[src/inc/tmr_evgen_pkg.sv]
// Constants and carrier types for the timer event generator and channel 1 mode block.
// Assumes a single 10 MHz clock domain and a plain strobe register port.
// Behaviour
// - Update-generate bit restarts counter, raises update
// - Output channel event sets flag, interrupts
// - Input channel event captures counter, sets flag
// - Capture with flag set marks repeat
// - Channels 2 and 3 event bits alike
// - Trigger bit makes trigger; zero writes ignored
// - Direction field: output, input one/two/trigger
// - Direction writable only while channel disabled
// - Preload defers compare writes to update
// - Lock level 3 output freezes preload bit
// - Compare mode 000 freezes reference output
// - Compare mode 001 sets high on match
// - Other modes: low, toggle, force, PWM
// - Capture flag cleared by write or read
package tmr_evgen_pkg;
  localparam logic [7:0] OFS_STATUS = 8'h10;
  localparam logic [7:0] OFS_REPEAT = 8'h14;
  localparam logic [7:0] OFS_EVGEN = 8'h18;
  localparam logic [7:0] OFS_MODE = 8'h1C;
  localparam logic [7:0] OFS_COMPARE1 = 8'h34;
  localparam logic [7:0] OFS_COUNTER = 8'h24;
  localparam logic [7:0] OFS_CONTROL = 8'h20;
  localparam logic [7:0] OFS_INTEN = 8'h0C;
  localparam logic [7:0] OFS_INTCLR = 8'h28;
  localparam int BIT_UPD = 0;
  localparam int BIT_CH1 = 1;
  localparam int BIT_TRG = 6;
  localparam int BIT_PRELOAD = 3;
  localparam int MODE_LSB = 4;
  localparam logic [1:0] LOCK_FULL = 2'h3;
  localparam logic [31:0] MODE_RESET = 32'h00000000;

  typedef enum logic [1:0] {DIR_OUT, DIR_TI1, DIR_TI2, DIR_TRC} dir_t;
  typedef enum logic [2:0] {
    OCM_FROZEN, OCM_MATCH_HIGH, OCM_MATCH_LOW, OCM_TOGGLE,
    OCM_FORCE_LOW, OCM_FORCE_HIGH, OCM_PWM1, OCM_PWM2
  } ocm_t;

  typedef struct packed {
    logic [7:0] addr;
    logic [31:0] wdata;
    logic wr;
    logic rd;
  } bus_req_t;

  typedef struct packed {
    dir_t dir;
    logic preload;
    ocm_t ocm;
  } mode_t;
endpackage

[src/core/timer_event_gen_channel_mode.sv]
// Timer event generator and channel 1 mode logic with a small counter and 3 channels.
// Assumes a synchronous register master that never waits and one clock.
//
// The implementer's own choice: the plain strobed port.
`timescale 1ns/1ps
module timer_event_gen_channel_mode #(
  parameter int CNT_W = 16
) (
  // Clock and reset
  input wire logic clk,
  input wire logic nrst,
  // Register port
  input wire tmr_evgen_pkg::bus_req_t busReq,
  output logic [31:0] rdata,
  // Channel 1 output and system events
  output logic ch1RefOut,
  output logic updateEvent,
  output logic triggerEvent,
  output logic irq
);
  // Refuse counter widths that the 32-bit register port cannot carry
  generate
    if (CNT_W < 2 || CNT_W > 32) begin : g_bad_width
      $error("CNT_W out of range");
    end
  endgenerate

  typedef struct packed {
    // Registered read data, zero outside the answer cycle
    logic [31:0] rdata;
    // Counter and its auto-reload limit
    logic [CNT_W-1:0] cnt;
    logic [CNT_W-1:0] arr;
    // Capture/compare values per channel and the channel 1 shadow
    logic [2:0][CNT_W-1:0] cc;
    logic [CNT_W-1:0] ccShadow;
    // Channel 1 mode fields
    tmr_evgen_pkg::mode_t mode;
    // Sticky flags and their enables; bits 5:4 stay zero
    logic [6:0] status;
    logic [3:1] repeatFlag;
    logic [6:0] intEn;
    // Control: run, channel 1 enable, lock level
    logic [3:0] ctrl;
    // Registered outputs
    logic ref1;
    logic upd;
    logic trg;
    logic irq;
  } state_t;

  state_t cur_ff;
  state_t nxt_cur;
  logic [2:0] chIsOut;

  // Channels 2 and 3 have no mode register here; they are fixed as inputs
  assign chIsOut = {1'b0, 1'b0, cur_ff.mode.dir == tmr_evgen_pkg::DIR_OUT};

  // Write strobes and the compare read strobe decoded once; the read mux below decodes the address itself
  logic wrEvgen;
  logic wrStatus;
  logic wrIntClr;
  logic wrRepeat;
  logic wrMode;
  logic wrCompare;
  logic wrReload;
  logic wrControl;
  logic wrIntEn;
  logic rdCompare;
  assign wrEvgen = busReq.wr && busReq.addr == tmr_evgen_pkg::OFS_EVGEN;
  assign wrStatus = busReq.wr && busReq.addr == tmr_evgen_pkg::OFS_STATUS;
  assign wrIntClr = busReq.wr && busReq.addr == tmr_evgen_pkg::OFS_INTCLR;
  assign wrRepeat = busReq.wr && busReq.addr == tmr_evgen_pkg::OFS_REPEAT;
  assign wrMode = busReq.wr && busReq.addr == tmr_evgen_pkg::OFS_MODE;
  assign wrCompare = busReq.wr && busReq.addr == tmr_evgen_pkg::OFS_COMPARE1;
  assign wrReload = busReq.wr && busReq.addr == tmr_evgen_pkg::OFS_COUNTER;
  assign wrControl = busReq.wr && busReq.addr == tmr_evgen_pkg::OFS_CONTROL;
  assign wrIntEn = busReq.wr && busReq.addr == tmr_evgen_pkg::OFS_INTEN;
  assign rdCompare = busReq.rd && busReq.addr == tmr_evgen_pkg::OFS_COMPARE1;

  // Software update request; it also restarts the counter
  logic updReq;
  assign updReq = wrEvgen && busReq.wdata[tmr_evgen_pkg::BIT_UPD];

  // Counter wrap at the auto-reload value, only while the counter runs
  logic wrapNow;
  assign wrapNow = cur_ff.ctrl[0] && cur_ff.cnt == cur_ff.arr;

  // Trigger request; a zero bit in the word does nothing
  logic trgReq;
  assign trgReq = wrEvgen && busReq.wdata[tmr_evgen_pkg::BIT_TRG];

  // Per-channel event decode, one slice per channel
  logic [2:0] chEvent;
  logic [2:0] chCapture;
  logic [2:0] chRepeat;
  generate
    for (genvar g = 0; g < 3; g++) begin : g_chan
      // Any channel event raises its flag, output or input alike
      assign chEvent[g] = wrEvgen && busReq.wdata[tmr_evgen_pkg::BIT_CH1 + g];
      // Input channels also latch the counter value
      assign chCapture[g] = chEvent[g] && !chIsOut[g];
      // A capture over an unread flag is an overrun worth reporting
      assign chRepeat[g] = chCapture[g] && cur_ff.status[1 + g];
    end
  endgenerate

  always_comb begin
    logic rd;
    logic [7:0] a;
    logic [31:0] d;
    logic match;
    logic lockOut;
    rd = busReq.rd;
    a = busReq.addr;
    d = busReq.wdata;
    match = 1'b0;
    // Preload bit is frozen at the top lock level while the channel drives
    lockOut = cur_ff.ctrl[3:2] == tmr_evgen_pkg::LOCK_FULL
              && cur_ff.mode.dir == tmr_evgen_pkg::DIR_OUT;
    nxt_cur = cur_ff;
    // Event outputs are one-cycle pulses unless raised again below
    nxt_cur.upd = 1'b0;
    nxt_cur.trg = 1'b0;
    // Read data stands only in the cycle after a read strobe
    nxt_cur.rdata = 32'h00000000;
    // Free-running up counter; wrap or software update restarts it
    if (updReq) begin
      nxt_cur.cnt = '0;
    end else if (cur_ff.ctrl[0]) begin
      nxt_cur.cnt = wrapNow ? '0 : cur_ff.cnt + 1'b1;
    end
    // Clears go first, so a hardware set in the same cycle wins
    if (rdCompare) begin
      nxt_cur.status[1] = 1'b0;
    end
    // Status write: a zero clears, a one keeps what is there
    if (wrStatus) begin
      nxt_cur.status = nxt_cur.status & {d[6], 2'b11, d[3:0]};
    end
    // Clear register: a one clears, a zero keeps
    if (wrIntClr) begin
      nxt_cur.status = nxt_cur.status & ~{d[6], 2'b00, d[3:0]};
    end
    // Repeat flags clear like the status register
    if (wrRepeat) begin
      nxt_cur.repeatFlag = nxt_cur.repeatFlag & d[3:1];
    end
    // Update event from software or from a counter wrap
    if (updReq || wrapNow) begin
      nxt_cur.upd = 1'b1;
      nxt_cur.status[0] = 1'b1;
      // Shadowed compare value moves in only here when preloading
      if (cur_ff.mode.preload) begin
        nxt_cur.cc[0] = cur_ff.ccShadow;
      end
    end
    // Per-channel software events; a zero bit does nothing
    for (int i = 0; i < 3; i++) begin
      if (chEvent[i]) begin
        nxt_cur.status[1 + i] = 1'b1;
      end
      if (chCapture[i]) begin
        nxt_cur.cc[i] = cur_ff.cnt;
      end
      if (chRepeat[i]) begin
        nxt_cur.repeatFlag[1 + i] = 1'b1;
      end
    end
    // Trigger event pulse and its sticky flag
    if (trgReq) begin
      nxt_cur.trg = 1'b1;
      nxt_cur.status[6] = 1'b1;
    end
    // Keep reserved status bits at zero
    nxt_cur.status[5:4] = 2'b00;
    // Mode register write with direction and preload protections
    if (wrMode) begin
      if (!cur_ff.ctrl[1]) begin
        nxt_cur.mode.dir = tmr_evgen_pkg::dir_t'(d[1:0]);
      end
      if (!lockOut) begin
        nxt_cur.mode.preload = d[tmr_evgen_pkg::BIT_PRELOAD];
      end
      nxt_cur.mode.ocm = tmr_evgen_pkg::ocm_t'(d[tmr_evgen_pkg::MODE_LSB +: 3]);
    end
    // Compare value goes straight in or waits in the shadow
    if (wrCompare) begin
      nxt_cur.ccShadow = d[CNT_W-1:0];
      if (!cur_ff.mode.preload) begin
        nxt_cur.cc[0] = d[CNT_W-1:0];
      end
    end
    // Auto-reload limit; the counter wraps after reaching it
    if (wrReload) begin
      nxt_cur.arr = d[CNT_W-1:0];
    end
    // Control word; a new lock level applies from the next write on
    if (wrControl) begin
      nxt_cur.ctrl = d[3:0];
    end
    // Interrupt enables share the status layout
    if (wrIntEn) begin
      nxt_cur.intEn = {d[6], 2'b00, d[3:0]};
    end
    // Reference output per compare mode; PWM without preload is the user's risk
    match = cur_ff.cnt == cur_ff.cc[0];
    case (cur_ff.mode.ocm)
      // Frozen: compare matches leave the output alone
      tmr_evgen_pkg::OCM_FROZEN: begin
        nxt_cur.ref1 = cur_ff.ref1;
      end
      // Match high: set on equality, hold otherwise
      tmr_evgen_pkg::OCM_MATCH_HIGH: begin
        if (match) begin
          nxt_cur.ref1 = 1'b1;
        end
      end
      // Match low: clear on equality, hold otherwise
      tmr_evgen_pkg::OCM_MATCH_LOW: begin
        if (match) begin
          nxt_cur.ref1 = 1'b0;
        end
      end
      // Toggle: a counter parked on the compare value toggles every cycle
      tmr_evgen_pkg::OCM_TOGGLE: begin
        if (match) begin
          nxt_cur.ref1 = ~cur_ff.ref1;
        end
      end
      // Forced levels ignore the counter
      tmr_evgen_pkg::OCM_FORCE_LOW: begin
        nxt_cur.ref1 = 1'b0;
      end
      tmr_evgen_pkg::OCM_FORCE_HIGH: begin
        nxt_cur.ref1 = 1'b1;
      end
      // PWM: the level follows the comparison result every cycle
      tmr_evgen_pkg::OCM_PWM1: begin
        nxt_cur.ref1 = cur_ff.cnt < cur_ff.cc[0];
      end
      tmr_evgen_pkg::OCM_PWM2: begin
        nxt_cur.ref1 = cur_ff.cnt > cur_ff.cc[0];
      end
      default: begin
        nxt_cur.ref1 = cur_ff.ref1;
      end
    endcase
    // Read mux; event register is write only and reads zero
    if (rd) begin
      case (a)
        // Mode fields packed back into place; reserved bits read zero
        tmr_evgen_pkg::OFS_MODE: begin
          nxt_cur.rdata = {25'h0, cur_ff.mode.ocm, cur_ff.mode.preload, 1'b0,
                           cur_ff.mode.dir};
        end
        // Flags and enables
        tmr_evgen_pkg::OFS_STATUS: begin
          nxt_cur.rdata = {25'h0, cur_ff.status};
        end
        tmr_evgen_pkg::OFS_REPEAT: begin
          nxt_cur.rdata = {28'h0, cur_ff.repeatFlag, 1'b0};
        end
        tmr_evgen_pkg::OFS_INTEN: begin
          nxt_cur.rdata = {25'h0, cur_ff.intEn};
        end
        // Control bits
        tmr_evgen_pkg::OFS_CONTROL: begin
          nxt_cur.rdata = {28'h0, cur_ff.ctrl};
        end
        // Channel 1 capture value; this read also clears the channel 1 flag
        tmr_evgen_pkg::OFS_COMPARE1: begin
          nxt_cur.rdata = 32'(cur_ff.cc[0]);
        end
        // Auto-reload limit
        tmr_evgen_pkg::OFS_COUNTER: begin
          nxt_cur.rdata = 32'(cur_ff.arr);
        end
        // Event register and unmapped offsets read zero
        default: begin
          nxt_cur.rdata = 32'h00000000;
        end
      endcase
    end
    nxt_cur.irq = |(nxt_cur.status & nxt_cur.intEn);
  end

  // All state in one register
  always_ff @(posedge clk) begin
    if (!nrst) begin
      cur_ff <= '0;
      cur_ff.arr <= '1;
    end else begin
      cur_ff <= nxt_cur;
    end
  end

  // Every output is a plain copy of a state flip-flop
  assign rdata = cur_ff.rdata;
  // Reference level for the output stage
  assign ch1RefOut = cur_ff.ref1;
  // One-cycle event pulses for the rest of the timer
  assign updateEvent = cur_ff.upd;
  assign triggerEvent = cur_ff.trg;
  // Level interrupt, high while an enabled flag is up
  assign irq = cur_ff.irq;
endmodule

[config.mk]
export PLATFORM = sky130hd
export DESIGN_NAME = timer_event_gen_channel_mode
export DESIGN_NICKNAME = d
export VERILOG_FILES = /design/src/inc/tmr_evgen_pkg.sv /design/src/core/timer_event_gen_channel_mode.sv
export SDC_FILE = /design/constraint.sdc
export NUM_CORES = 1
export LEC_CHECK = 0
export ABC_AREA = 1
export BUFFER_PORTS_ARGS = -buffer_cell sky130_fd_sc_hd__buf_4
export CELL_PAD_IN_SITES_DETAIL_PLACEMENT = 1
export CELL_PAD_IN_SITES_GLOBAL_PLACEMENT = 2
export CORE_AREA = 2 2 141 143
export DETAILED_ROUTE_END_ITERATION = 6
export DIE_AREA = 0 0 143 145
export PLACE_DENSITY_LB_ADDON = 0.1
export SLEW_MARGIN = 20
export SYNTH_ARGS = -nofsm -noshare
export SYNTH_HDL_FRONTEND = slang
export SYNTH_SLANG_ARGS = --single-unit
[constraint.sdc]
create_clock -name clk -period 2.1 [get_ports clk]
set_input_delay 0.315 -clock clk [delete_from_list [all_inputs] [get_ports clk]]
set_output_delay 0.315 -clock clk [all_outputs]
set_load 0.02 [all_outputs]
### Yosys cells after proc, flatten, opt, wreduce, memory -nomap -nowiden

Cells that the tools add are included.
Widths: inputs -> output; s select.

* register bits after elaboration: 127
* latch bits: 0
* memory bits (writable): 0
* bits in read-only memories: 0
* word-level logic and storage cells: 114
* memories: 0

* add/subtract/negate cells: 1
* multiply operators: 0
* divide/modulo/power cells: 0
* $lt $le $gt $ge: 2
* equality and inequality tests: 22
* shift-type cells: 0
* multiplexer cells: 26
* bitwise operators: 10
* reductions and logical operators: 34

Operators by type and width (number)
* $pmux 16 s7: 1
* $mux 16: 5
* $eq 16x16->1: 2
* $eq 8x5->1 const B: 4
* $eq 8x6->1 const B: 4
* $mux 32: 1
* $and 7x7->7: 3
* $logic_and 1x1->1: 21
* $mux 7: 3
* $add 16x1->16 const B: 1
* $gt 16x16->1: 1
* $lt 16x16->1: 1
* $mux 1: 14
* $eq 3x3->1 const B: 4
* $eq 8x4->1 const B: 1
* $not 7->7: 1
* $pmux 1 s7: 1
* $reduce_or 7->1: 1
* $eq 3x2->1 const B: 2
* $ne 2x2->1 const B: 3
* $reduce_and 2->1: 3
* $reduce_bool 2->1: 3
* $not 1->1: 5
* $reduce_and 4->1: 1
* 9 further kinds: 9

### Depth between registers and ports, before layout

Gate-level depths: netlist (run 1).

* depth in word-level cells: 10
* depth in mapped cells: 13
* mapped depth without buffers: 13

### Worst setup path after synthesis (run 1)

No wires, ideal clock.

* path type: reg-to-reg
* start: register cur_ff[112] (netlist name)
* end: register cur_ff[125] (netlist name)
* library setup time: 0.117 ns
* data arrival time: 1.476 ns
* path slack: 0.506 ns
* cell stages (with the launch flop): 11
* path buffers: 0
* clock period less this slack: 1.594 ns
* cell sequence: dfxtp_1 ha_1 nand2_1 nor3_1 nand2_1 nor2_1 nand2_1 nor2_1 nand2_1 xor2_1 nor2_1

* word-level cells in the longest chain between the ends: 3
* elaborated cells between the ends (all ways): 4

RTL lines
* start: declaration: line timer_event_gen_channel_mode.sv:52 `state_t cur_ff;`
* start signal: assignment: line timer_event_gen_channel_mode.sv:294 `cur_ff <= nxt_cur;`
* parallel branches: the longest is 2 deep, another holds $add 16x1->16
* $mux 16 *: line timer_event_gen_channel_mode.sv:131 `nxt_cur.cnt = wrapNow ? '0 : cur_ff.cnt + 1'b1;`

Mark *: on every way between the ends.
A chain may end at the register's enable or synchronous reset.

### Worst setup path in the final report (run 1)

* start: register cur_ff[117] (netlist name)
* end: register cur_ff[61] (netlist name)

* word-level cells in the longest chain between the ends: 7

RTL lines
* $eq 16x16->1 *: line timer_event_gen_channel_mode.sv:87 `assign wrapNow = cur_ff.ctrl[0] && cur_ff.cnt == cur_ff.arr;`
* $logic_and 1x1->1 *: line timer_event_gen_channel_mode.sv:87
* $logic_or 1x1->1 *: line timer_event_gen_channel_mode.sv:150 `if (updReq || wrapNow) begin`
* $mux 16 *: line timer_event_gen_channel_mode.sv:150
* $mux 16 *: line timer_event_gen_channel_mode.sv:163 `if (chCapture[i]) begin`
* $mux 16: line timer_event_gen_channel_mode.sv:190 `if (!cur_ff.mode.preload) begin`
* $mux 32 *: line timer_event_gen_channel_mode.sv:188 `if (wrCompare) begin`

Mark *: on every way between the ends. The rest lies on a longest branch, timed or not.

==> key figures, run 1 <==
Placement
  – Dpl cell area: 6660 um^2
  – Buffers on Ports: 47
  – RD Place Congestion: 0.808
  – DPL Wire Length: 17500 um

Global route
  – Initial antenna violation count: 2
  – Vias in the first global route: 6200
  – GR Util All Layers: 0.223
  – First-pass GRT wire length: 35100 um
  – GRT overflow: 0
  – Largest net degree at the start of global routing: 42

Setup path
  – Worst setup path startpoint: cur_ff[117]
  – Worst R2R Setup Slack: 0.23 ns
  – Data arrival, critical path: 2.12 ns
  – Setup crit end: cur_ff[61]
  – Required time worst endpoint: 2.35 ns
  – WS Path Type: flop to flop
  – Crit path capture type: flop
  – R2r endpoint: cur_ff[61]
  – Reg2Reg Launch Point: cur_ff[117]
  – CP max FO: 13
  – Reg2Reg Depth: 12
  – Startpoint Class: flop

Clocking
  – Longest Clk Path Bufs: 2
  – Clock-pin slew of the registers on the worst-case setup and hold paths: 0.08 ns
  – H-tree depth: 3
  – Clock sink count: 107
  – CTS Buf Count: 9
  – Post-CTS Hold Fix Bufs: 0
  – CTS tree: built
  – Worst skew pair latency: 0.36 ns
  – CTS root buffer: clkbuf_16

Logic synthesis
  – Post-Syn Area: 6070 um^2
  – FFs w/ async S/R, synth: 0
  – Synthesized flop and latch total: 107
  – Gate Count Post-Synth: 917
  – Syn_area_per_cell: 6.62 um^2
  – EDFF count, synth: 0
  – Synth unique cells: 39
  – Warnings, synthesis: 0
  – Top FF cell, synth: dfxtp_1
  – Post-synthesis sequential area ratio: 0.353

Layout
  – Design area: 6970 um^2
  – Most common cell after layout, fill and taps aside: nand2_1
  – Area delta synth->final: 14.7%
  – Nets: 1014
  – Most frequent cells in the layout: nand2_1 (232), inv_1 (110), dfxtp_1 (103)
  – Filler cell count: 2477
  – Fraction of layout cells with a size suffix above 1: 0.128

Floorplanning
  – Ports: 80
  – Row count: 51
  – Initial core utilization: 0.316
  – Die H: 145 um
  – Die Wd: 143 um
  – Total core area: 19200 um^2
  – Die area: 20700 um^2

STA
  – Setup TNS: 0 ns
  – Rel. slew slack: 0.497
  – Finish-stage setup viols: 0
  – Fmax: 533 MHz
  – Hold_ws: 0.212 ns
  – Slew Limit Fails: 0
  – RSZ-0062 raised after global routing: no
  – Tcrit/Tclk final: 0.893
  – Slew @ Worst Pin: 0.746 ns
  – Final Hold Viols: 0
  – Clk_skew: 0.0133 ns
  – Final Critical Period: 1.87 ns

Route
  – WL/cell: 18.3 um
  – Drc violations: 0
  – Vias per Instance: 4.94
  – Routed vias: 6049
  – Drt first-iter violations: 307
  – Post-DRT Antenna Nets: 0
  – Drt pass-1 iters: 4
  – Routed WL: 22400 um

Flow run
  – MaxCap Viol Count: 0

Power
  – Leakage power figure: 0.00300 uW
  – VDD IR max: 0.000316 V
  – PwrDens: 568 nW/um^2
  – Pwr Total: 3960 uW

Worst hold path
  – Hold/Removal Path Class: primary input to flop
  – Hold Path Depth: 3

Status
  – Status: complete, no violations
-- metal layers --
layer | wire length [um] | vias up | global-route usage
met5 | 13 | - | 0
met4 | 901 | 2 | 0.102
met3 | 688 | 38 | 0.0254
met2 | 11500 | 126 | 0.391
met1 | 9370 | 2889 | 0.270
li1 | - | 2994 | -
-- final cells by class --
cell class                 count  area [um^2]  share of cell area
antenna                        1         2.50            0.000359
clock buffer                   9          225              0.0323
sequential                   107         2150               0.308
inverter                     118          443              0.0636
clock inverter                 7         60.1             0.00862
timing repair buffer          74          593              0.0851
tap                          265          332              0.0476
multi-input combinational    643         3160               0.454
-- cells in the mapped netlist, types with 3 or more instances --
cell type,count,area [um^2]
nand2_1,232,871
inv_1,110,413
dfxtp_1,107,2140
o21ai_0,99,495
a21oi_1,76,380
nor2_1,68,255
nand3_1,52,260
buf_4,33,248
ha_1,17,213
clkbuf_1,16,60.1
nor3_1,14,70.1
buf_2,11,55.1
nand4_1,11,68.8
inv_2,8,30.0
o211a_1,8,80.1
a31oi_1,7,43.8
nor2_2,6,37.5
o22ai_1,6,37.5
xor2_1,6,52.6
nor2_4,4,45.0
nand2_2,3,18.8
-- cell families after synthesis --
| logic type | synth area share |
|---|---|
| simple gates | 0.285 |
| xor+xnor | 0.00866 |
| buf+inv | 0.138 |
| flops | 0.353 |
| compound gates | 0.180 |
| fa+ha+maj | 0.0350 |
| other cells | 0.000618 |
-- power breakdown --
group          internal (uW)  switching, uW
Sequential              2030           2.14
Combinational           62.8            151
Clock                    829            881
Total                   2920           1030
-- state kept, by name (all words and copies together) (netlist names) --
register and cells:
cur_ff 87, rdata 16, ch1RefOut 1, irq 1, triggerEvent 1, updateEvent 1
-- repair_timing --
item / in CTS / in global routing
resized for setup: 0 / 6
setup endpoints to repair: 0 / 14
buffers inserted: 0 / 0
-- metrics by stage --
stage / worst slack (ns) / util / std cells
global route: 0.0326 / 0.363 / 1223
CTS: 0.0899 / 0.362 / 1223
finish: 0.225 / 0.363 / 1224
floorplan: 0.506 / - / 932
detailed placement: 0.0507 / 0.347 / 1207
global placement: 0.104 / 0.347 / 1207
-- worst max-delay path, cell delays in order, from the launching register on --
cell,delay [ns]
dfxtp_1,0.41
inv_1,0.16
nand2_1,0.14
nand2_1,0.06
nor2_1,0.08
nand2_1,0.08
nor2_2,0.15
nand3_4,0.17
buf_4,0.26
nand3_1,0.09
nand2_1,0.06
nand2_1,0.06
a21oi_1,0.06
-- worst min path at each step --
stage                  end  startpoint
4_1_cts        cur_ff[107]  busReq[14]
3_3_place_gp    cur_ff[16]  cur_ff[16]
6_report       cur_ff[107]  busReq[14]
5_1_grt         cur_ff[45]  busReq[16]
3_5_place_dp    cur_ff[17]  cur_ff[17]
2_1_floorplan  cur_ff[100]   busReq[7]
(Power assumes the default switching activity.)
==> run 2, diff against run 1 <==
CORE_AREA = 2 2 116 174   (was 2 2 141 143)
DIE_AREA = 0 0 118 176   (was 0 0 143 145)
==> key figures, run 2 (synthesis gave the netlist of run 1 again) <==
STA
  – Clk_skew: 0.00905 ns (-0.00425 ns)
  – Final Worst Setup Slack: 0.166 ns (-0.0600 ns)
  – Final Hold Viols: 0 (unchanged)
  – Tcrit/Tclk final: 0.921 (+0.0285)
  – Fmax: 517 MHz (-3.1%)
  – Hold_ws: 0.196 ns (-0.0157 ns)
  – Finish-stage setup viols: 0 (unchanged)
  – Slew Limit Fails: 0 (unchanged)
  – Final Critical Period: 1.93 ns (+0.0600 ns)

Route
  – WL/cell: 19.1 um (+4.4%)
  – Post-DRT Antenna Nets: 0 (unchanged)
  – Drc violations: 0 (unchanged)
  – M1 WL: 8410 um (-10%)
  – Met3 wire length: 552 um (-20%)
  – Routed WL: 23400 um (+4.0%)
  – Met2 WL: 12900 um (+12%)
  – DR top layer: met4
  – Vias per Instance: 4.94 (about the same)
  – Routed vias: 6029 (-0.33%)
  – Drt pass-1 iters: 5 (+1)
  – Drt first-iter violations: 225 (-27%)

Floorplanning
  – Die H: 176 um (+21%)
  – Die area: 20800 um^2 (+0.16%)
  – Initial core utilization: 0.317 (+0.000764)
  – Total core area: 19200 um^2 (-0.24%)
  – Ports: 80 (unchanged)
  – Die Wd: 118 um (-17%)
  – Row count: 62 (+22%)

Clocking
  – Worst skew pair latency: 0.36 ns (about the same)
  – CTS Buf Count: 9 (unchanged)
  – H-tree depth: 3 (unchanged)
  – Setup bufs post-CTS: 0 (unchanged)
  – Longest Clk Path Bufs: 2 (unchanged)
  – CTS tree: built
  – CTS root buffer: clkbuf_16
  – Clock sink count: 107 (unchanged)
  – Clock-pin slew of the registers on the worst-case setup and hold paths: 0.08 ns (about the same)

Global route
  – Initial antenna violation count: 0 (-2)
  – GRT overflow: 0 (unchanged)
  – GR Util All Layers: 0.233 (+0.00999)
  – Vias in the first global route: 6586 (+6.2%)
  – Largest net degree at the start of global routing: 39 (-7.1%)
  – First-pass GRT wire length: 36700 um (+4.8%)

Layout
  – Most frequent cells in the layout: nand2_1 (232), inv_1 (110), dfxtp_1 (100)
  – Antenna cells: 0 (-1)
  – Area delta synth->final: 14.8% (about the same)
  – Nets: 1020 (+0.59%)
  – Design area: 6970 um^2 (about the same)
  – Top reg by flops: cur_ff
  – Final core utilization: 0.364 (+0.00114)
  – Most common cell after layout, fill and taps aside: nand2_1
  – Multi-input gate area: 3180 um^2 (+0.44%)
  – Filler cell count: 2519 (+1.7%)
  – Max FFs per register: 87 (unchanged)
  – Fraction of layout cells with a size suffix above 1: 0.138 (+0.00957)
  – FF/Latch Area: 2150 um^2 (+0.17%)

Setup path
  – Required time worst endpoint: 2.34 ns (about the same)
  – CP max FO: 3 (-10)
  – Startpoint Class: flop
  – WS Path Type: flop to flop
  – Data arrival, critical path: 2.17 ns (+0.05 ns)
  – Crit path capture type: flop
  – Worst R2R Setup Slack: 0.17 ns (-0.06 ns)

Power
  – VDD IR max: 0.000328 V (+3.9%)
  – PwrDens: 563 nW/um^2 (-0.93%)
  – Leakage power figure: 0.00302 uW (+0.67%)

Placement
  – DPL Wire Length: 18700 um (+6.8%)
  – DP Worst Slack: 0.0464 ns (-0.00431 ns)
  – Dpl cell area: 6660 um^2 (about the same)
  – RD Place Congestion: 0.873 (+8.0%)
  – Buffers on Ports: 47 (unchanged)

Status
  – Status: complete, no violations

Flow run
  – MaxCap Viol Count: 0 (unchanged)

Worst hold path
  – Hold/Removal Path Class: primary input to flop
run 2: cell types whose count changed in the layout (fill, tap and decap cells not counted):
cell / before / now
nor2_4: 4 / 5
nor3_4: 1 / 2
clkinvlp_4: 0 / 3
diode_2: 1 / 0
dfxtp_1: 103 / 100
clkinv_4: 3 / 2
buf_4: 71 / 80
inv_6: 2 / 1
inv_8: 1 / 0
buf_12: 3 / 0
dfxtp_2: 4 / 7
nor3_2: 1 / 0
nor2_1: 68 / 67
run 2: worst paths after layout:
kind | start | endpoint | depth (start not counted)
setup / recovery | cur_ff[62] | ch1RefOut | 11
hold reg to reg | cur_ff[17] | cur_ff[17] | 2
setup reg to reg | cur_ff[62] | ch1RefOut | 11
hold / removal | busReq[16] | cur_ff[109] | 3
run 2: critical path, cell delays in order, from the launching register on:
cell	delay [ns]
dfxtp_2	0.34
inv_1	0.07
ha_1	0.29
nand2_1	0.10
nor2_4	0.17
nand4_1	0.19
nor2_1	0.18
nand3_1	0.09
nand2_1	0.08
nor2_1	0.05
a21oi_1	0.15
a21oi_1	0.08
run 2: layer usage:
| metal | vias up | global-route usage |
|---|---|---|
| li1 | 2996 | - |
| met1 | 2861 | 0.229 |
| met2 | 120 | 0.460 |
| met3 | 52 | 0.0300 |
| met4 | 0 | 0.138 |
| met5 | - | 0 |
run 2: final cells by class:
class                      instances  share of cell area
multi-input combinational        643               0.456
sequential                       107               0.309
tap                              256              0.0460
clock buffer                       9              0.0323
timing repair buffer              80              0.0862
clock inverter                     7             0.00772
inverter                         118              0.0635
run 2: report_power, final:
part / internal [uW] / switching (uW) / total (uW)
clock network: 813 / 866 / 1680
logic: 62.0 / 149 / 211
registers: 2030 / 2.24 / 2030
run 2: per-stage QoR:
step                      power [uW]  instances  TNS [ns]
after floorplan                 2200        932         0
after global placement          2290       1204         0
after detailed placement        2290       1204         0
after CTS                       3960       1220         0
after global routing            4050       1220   -0.0437
final                           3920       1220         0
run 2: repair_timing:
item | CTS | global route
resized for setup | 0 | 12
hold endpoints to repair | 0 | 0
hold buffers | 0 | 0
endpoints found under the setup margin | 0 | 7
==> run 3, diff against run 2 <==
MAX_ROUTING_LAYER = met4   (was unset)
==> key figures, run 3 (synthesis gave the netlist of run 1 again) <==
Flow run
  – MaxCap Viol Count: 0 (unchanged)

Setup path
  – WP buf/inv: 1 (unchanged)
  – Worst R2R Setup Slack: 0.17 ns (about the same)
  – Required time worst endpoint: 2.33 ns (about the same)
  – Reg2Reg Depth: 11 (unchanged)
  – Data arrival, critical path: 2.17 ns (about the same)
  – Cells along the critical path: inv_1 > ha_1 > nand2_1 > nor2_4 > nand4_1 > nor2_1 > nand3_1 > nand2_1 > nor2_1 > a21oi_1 > a21oi_1
  – WS Path Type: flop to flop
  – Worst path max stage delay: 0.35 ns (about the same)
  – Delay-heaviest family, CP: simple AND/OR/NAND/NOR gates
  – Crit path capture type: flop
  – Reg2Reg Launch Point: cur_ff[62]
  – CP max FO: 3 (unchanged)
  – Slowest-stage cell, CP: dfxtp_2
  – Startpoint Class: flop
  – R2r endpoint: ch1RefOut

Global route
  – Largest net degree at the start of global routing: 39 (unchanged)
  – Vias in the first global route: 6572 (-0.21%)
  – First-pass GRT wire length: 36800 um (+0.13%)
  – GRT overflow: 0 (unchanged)
  – GR Util All Layers: 0.240 (+0.00717)
  – Initial antenna violation count: 0 (unchanged)

Layout
  – Max FFs per register: 87 (unchanged)
  – Multi-input gate area: 3180 um^2 (unchanged)
  – Final core utilization: 0.364 (unchanged)
  – Most frequent cells in the layout: nand2_1 (232), inv_1 (110), dfxtp_1 (100)
  – Fraction of layout cells with a size suffix above 1: 0.138 (unchanged)
  – Nets: 1020 (unchanged)
  – FF/Latch Area: 2150 um^2 (unchanged)
  – Filler cell count: 2519 (unchanged)
  – Top reg by flops: cur_ff
  – Area delta synth->final: 14.8% (unchanged)
  – Most common cell after layout, fill and taps aside: nand2_1
  – Antenna cells: 0 (unchanged)

Route
  – Vias per Instance: 4.95 (+0.25%)
  – Drt pass-1 iters: 4 (-1)
  – Routed WL: 23300 um (about the same)
  – WL/cell: 19.1 um (about the same)
  – Post-DRT Antenna Nets: 0 (unchanged)
  – Routed vias: 6044 (+0.25%)
  – Drt first-iter violations: 252 (+12%)
  – Drc violations: 0 (unchanged)

Status
  – Status: complete, no violations

Floorplanning
  – Initial core utilization: 0.317 (unchanged)
  – Die Wd: 118 um (unchanged)
  – Ports: 80 (unchanged)
  – Die area: 20800 um^2 (unchanged)
  – Total core area: 19200 um^2 (unchanged)
  – Die H: 176 um (unchanged)
  – Row count: 62 (unchanged)

Power
  – Leakage power figure: 0.00302 uW (unchanged)
  – VDD IR max: 0.000325 V (-1.1%)
  – PwrDens: 562 nW/um^2 (-0.21%)

Clocking
  – Post-CTS Hold Fix Bufs: 0 (unchanged)
  – Worst skew pair latency: 0.36 ns (about the same)
  – CTS Buf Count: 9 (unchanged)
  – Clock sink count: 107 (unchanged)
  – CTS root buffer: clkbuf_16
  – CTS tree: built
  – Clock-pin slew of the registers on the worst-case setup and hold paths: 0.08 ns (about the same)
  – H-tree depth: 3 (unchanged)
  – Longest Clk Path Bufs: 2 (unchanged)

STA
  – Finish-stage setup viols: 0 (unchanged)
  – Final Worst Setup Slack: 0.168 ns (+0.00293 ns)
  – Final Critical Period: 1.93 ns (-0.00293 ns)
  – Slew @ Worst Pin: 0.489 ns
  – Slew Limit Fails: 0 (unchanged)
  – Fmax: 518 MHz (+0.15%)
  – Clk_skew: 0.00960 ns (+0.000552 ns)
  – Tcrit/Tclk final: 0.920 (-0.00140)
  – Final Hold Viols: 0 (unchanged)
  – Rel. slew slack: 0.670

Placement
  – RD Place Congestion: 0.887 (+1.6%)
  – DP Worst Slack: 0.0464 ns (unchanged)
  – DPL Wire Length: 18700 um (unchanged)
  – Buffers on Ports: 47 (unchanged)

Worst hold path
  – WHS Endpoint: cur_ff[102]
  – Hold/Removal Path Class: primary input to flop
  – HP Start: busReq[9]
  – Hold Path Depth: 3 (unchanged)
-- run 3: cell counts in the layout (fill, tap and decap cells not counted) --
No cell type changed its count.
-- run 3: power by group --
part | switching [uW] | internal (uW) | leakage (uW)
Sequential | 2.23 | 2030 | 0.000866
Combinational | 150 | 62.0 | 0.00202
Clock | 857 | 813 | 0.000128
-- run 3: worst reg2reg max path, stage by stage, from the launching register on --
cell and delay (ns):
dfxtp_2 0.35, inv_1 0.07, ha_1 0.30, nand2_1 0.10, nor2_4 0.17, nand4_1 0.18, nor2_1 0.18, nand3_1 0.09
nand2_1 0.08, nor2_1 0.05, a21oi_1 0.16, a21oi_1 0.08
-- run 3: area by class of cell --
type | instances | share of cell area
clock buffers | 9 | 0.0323
well taps | 256 | 0.0460
flip-flops and latches | 107 | 0.309
repair buffers | 80 | 0.0862
clock inverters | 7 | 0.00772
multi-input cells | 643 | 0.456
inverters | 118 | 0.0635
-- run 3: per-layer routing --
layer  track usage  vias up  part of all wire
met3        0.0336       55             0.021
met1         0.228     2890              0.36
met2         0.461      105              0.55
met4         0.134        0             0.063
li1              -     2994                 -
met5             -        -                 0
-- run 3: worst max-delay path by stage --
stage,start,to,cells after the start
after floorplan,cur_ff[112],cur_ff[125],10
after global placement,cur_ff[125],ch1RefOut,10
after detailed placement,cur_ff[125],ch1RefOut,10
after CTS,cur_ff[62],ch1RefOut,11
after global routing,cur_ff[112],cur_ff[125],10
final,cur_ff[62],ch1RefOut,11
-- run 3: through the flow --
| stage | setup TNS, ns | hold WS, ns | total power (uW) | std cells | instance area, um^2 |
|---|---|---|---|---|---|
| after global placement | 0 | 0.459 | 2290 | 1204 | 6660 |
| after global routing | -0.00170 | 0.205 | 4050 | 1220 | 6970 |
| after detailed placement | 0 | 0.469 | 2290 | 1204 | 6660 |
| final | 0 | 0.202 | 3910 | 1220 | 6970 |
| after floorplan | 0 | 0.441 | 2200 | 932 | 6130 |
| after CTS | 0 | 0.189 | 3960 | 1220 | 6930 |
-- run 3: repair_timing --
item / in CTS / in global routing
buffers inserted: 0 / 0
endpoints found under the setup margin: 0 / 7
resized for setup: 0 / 12
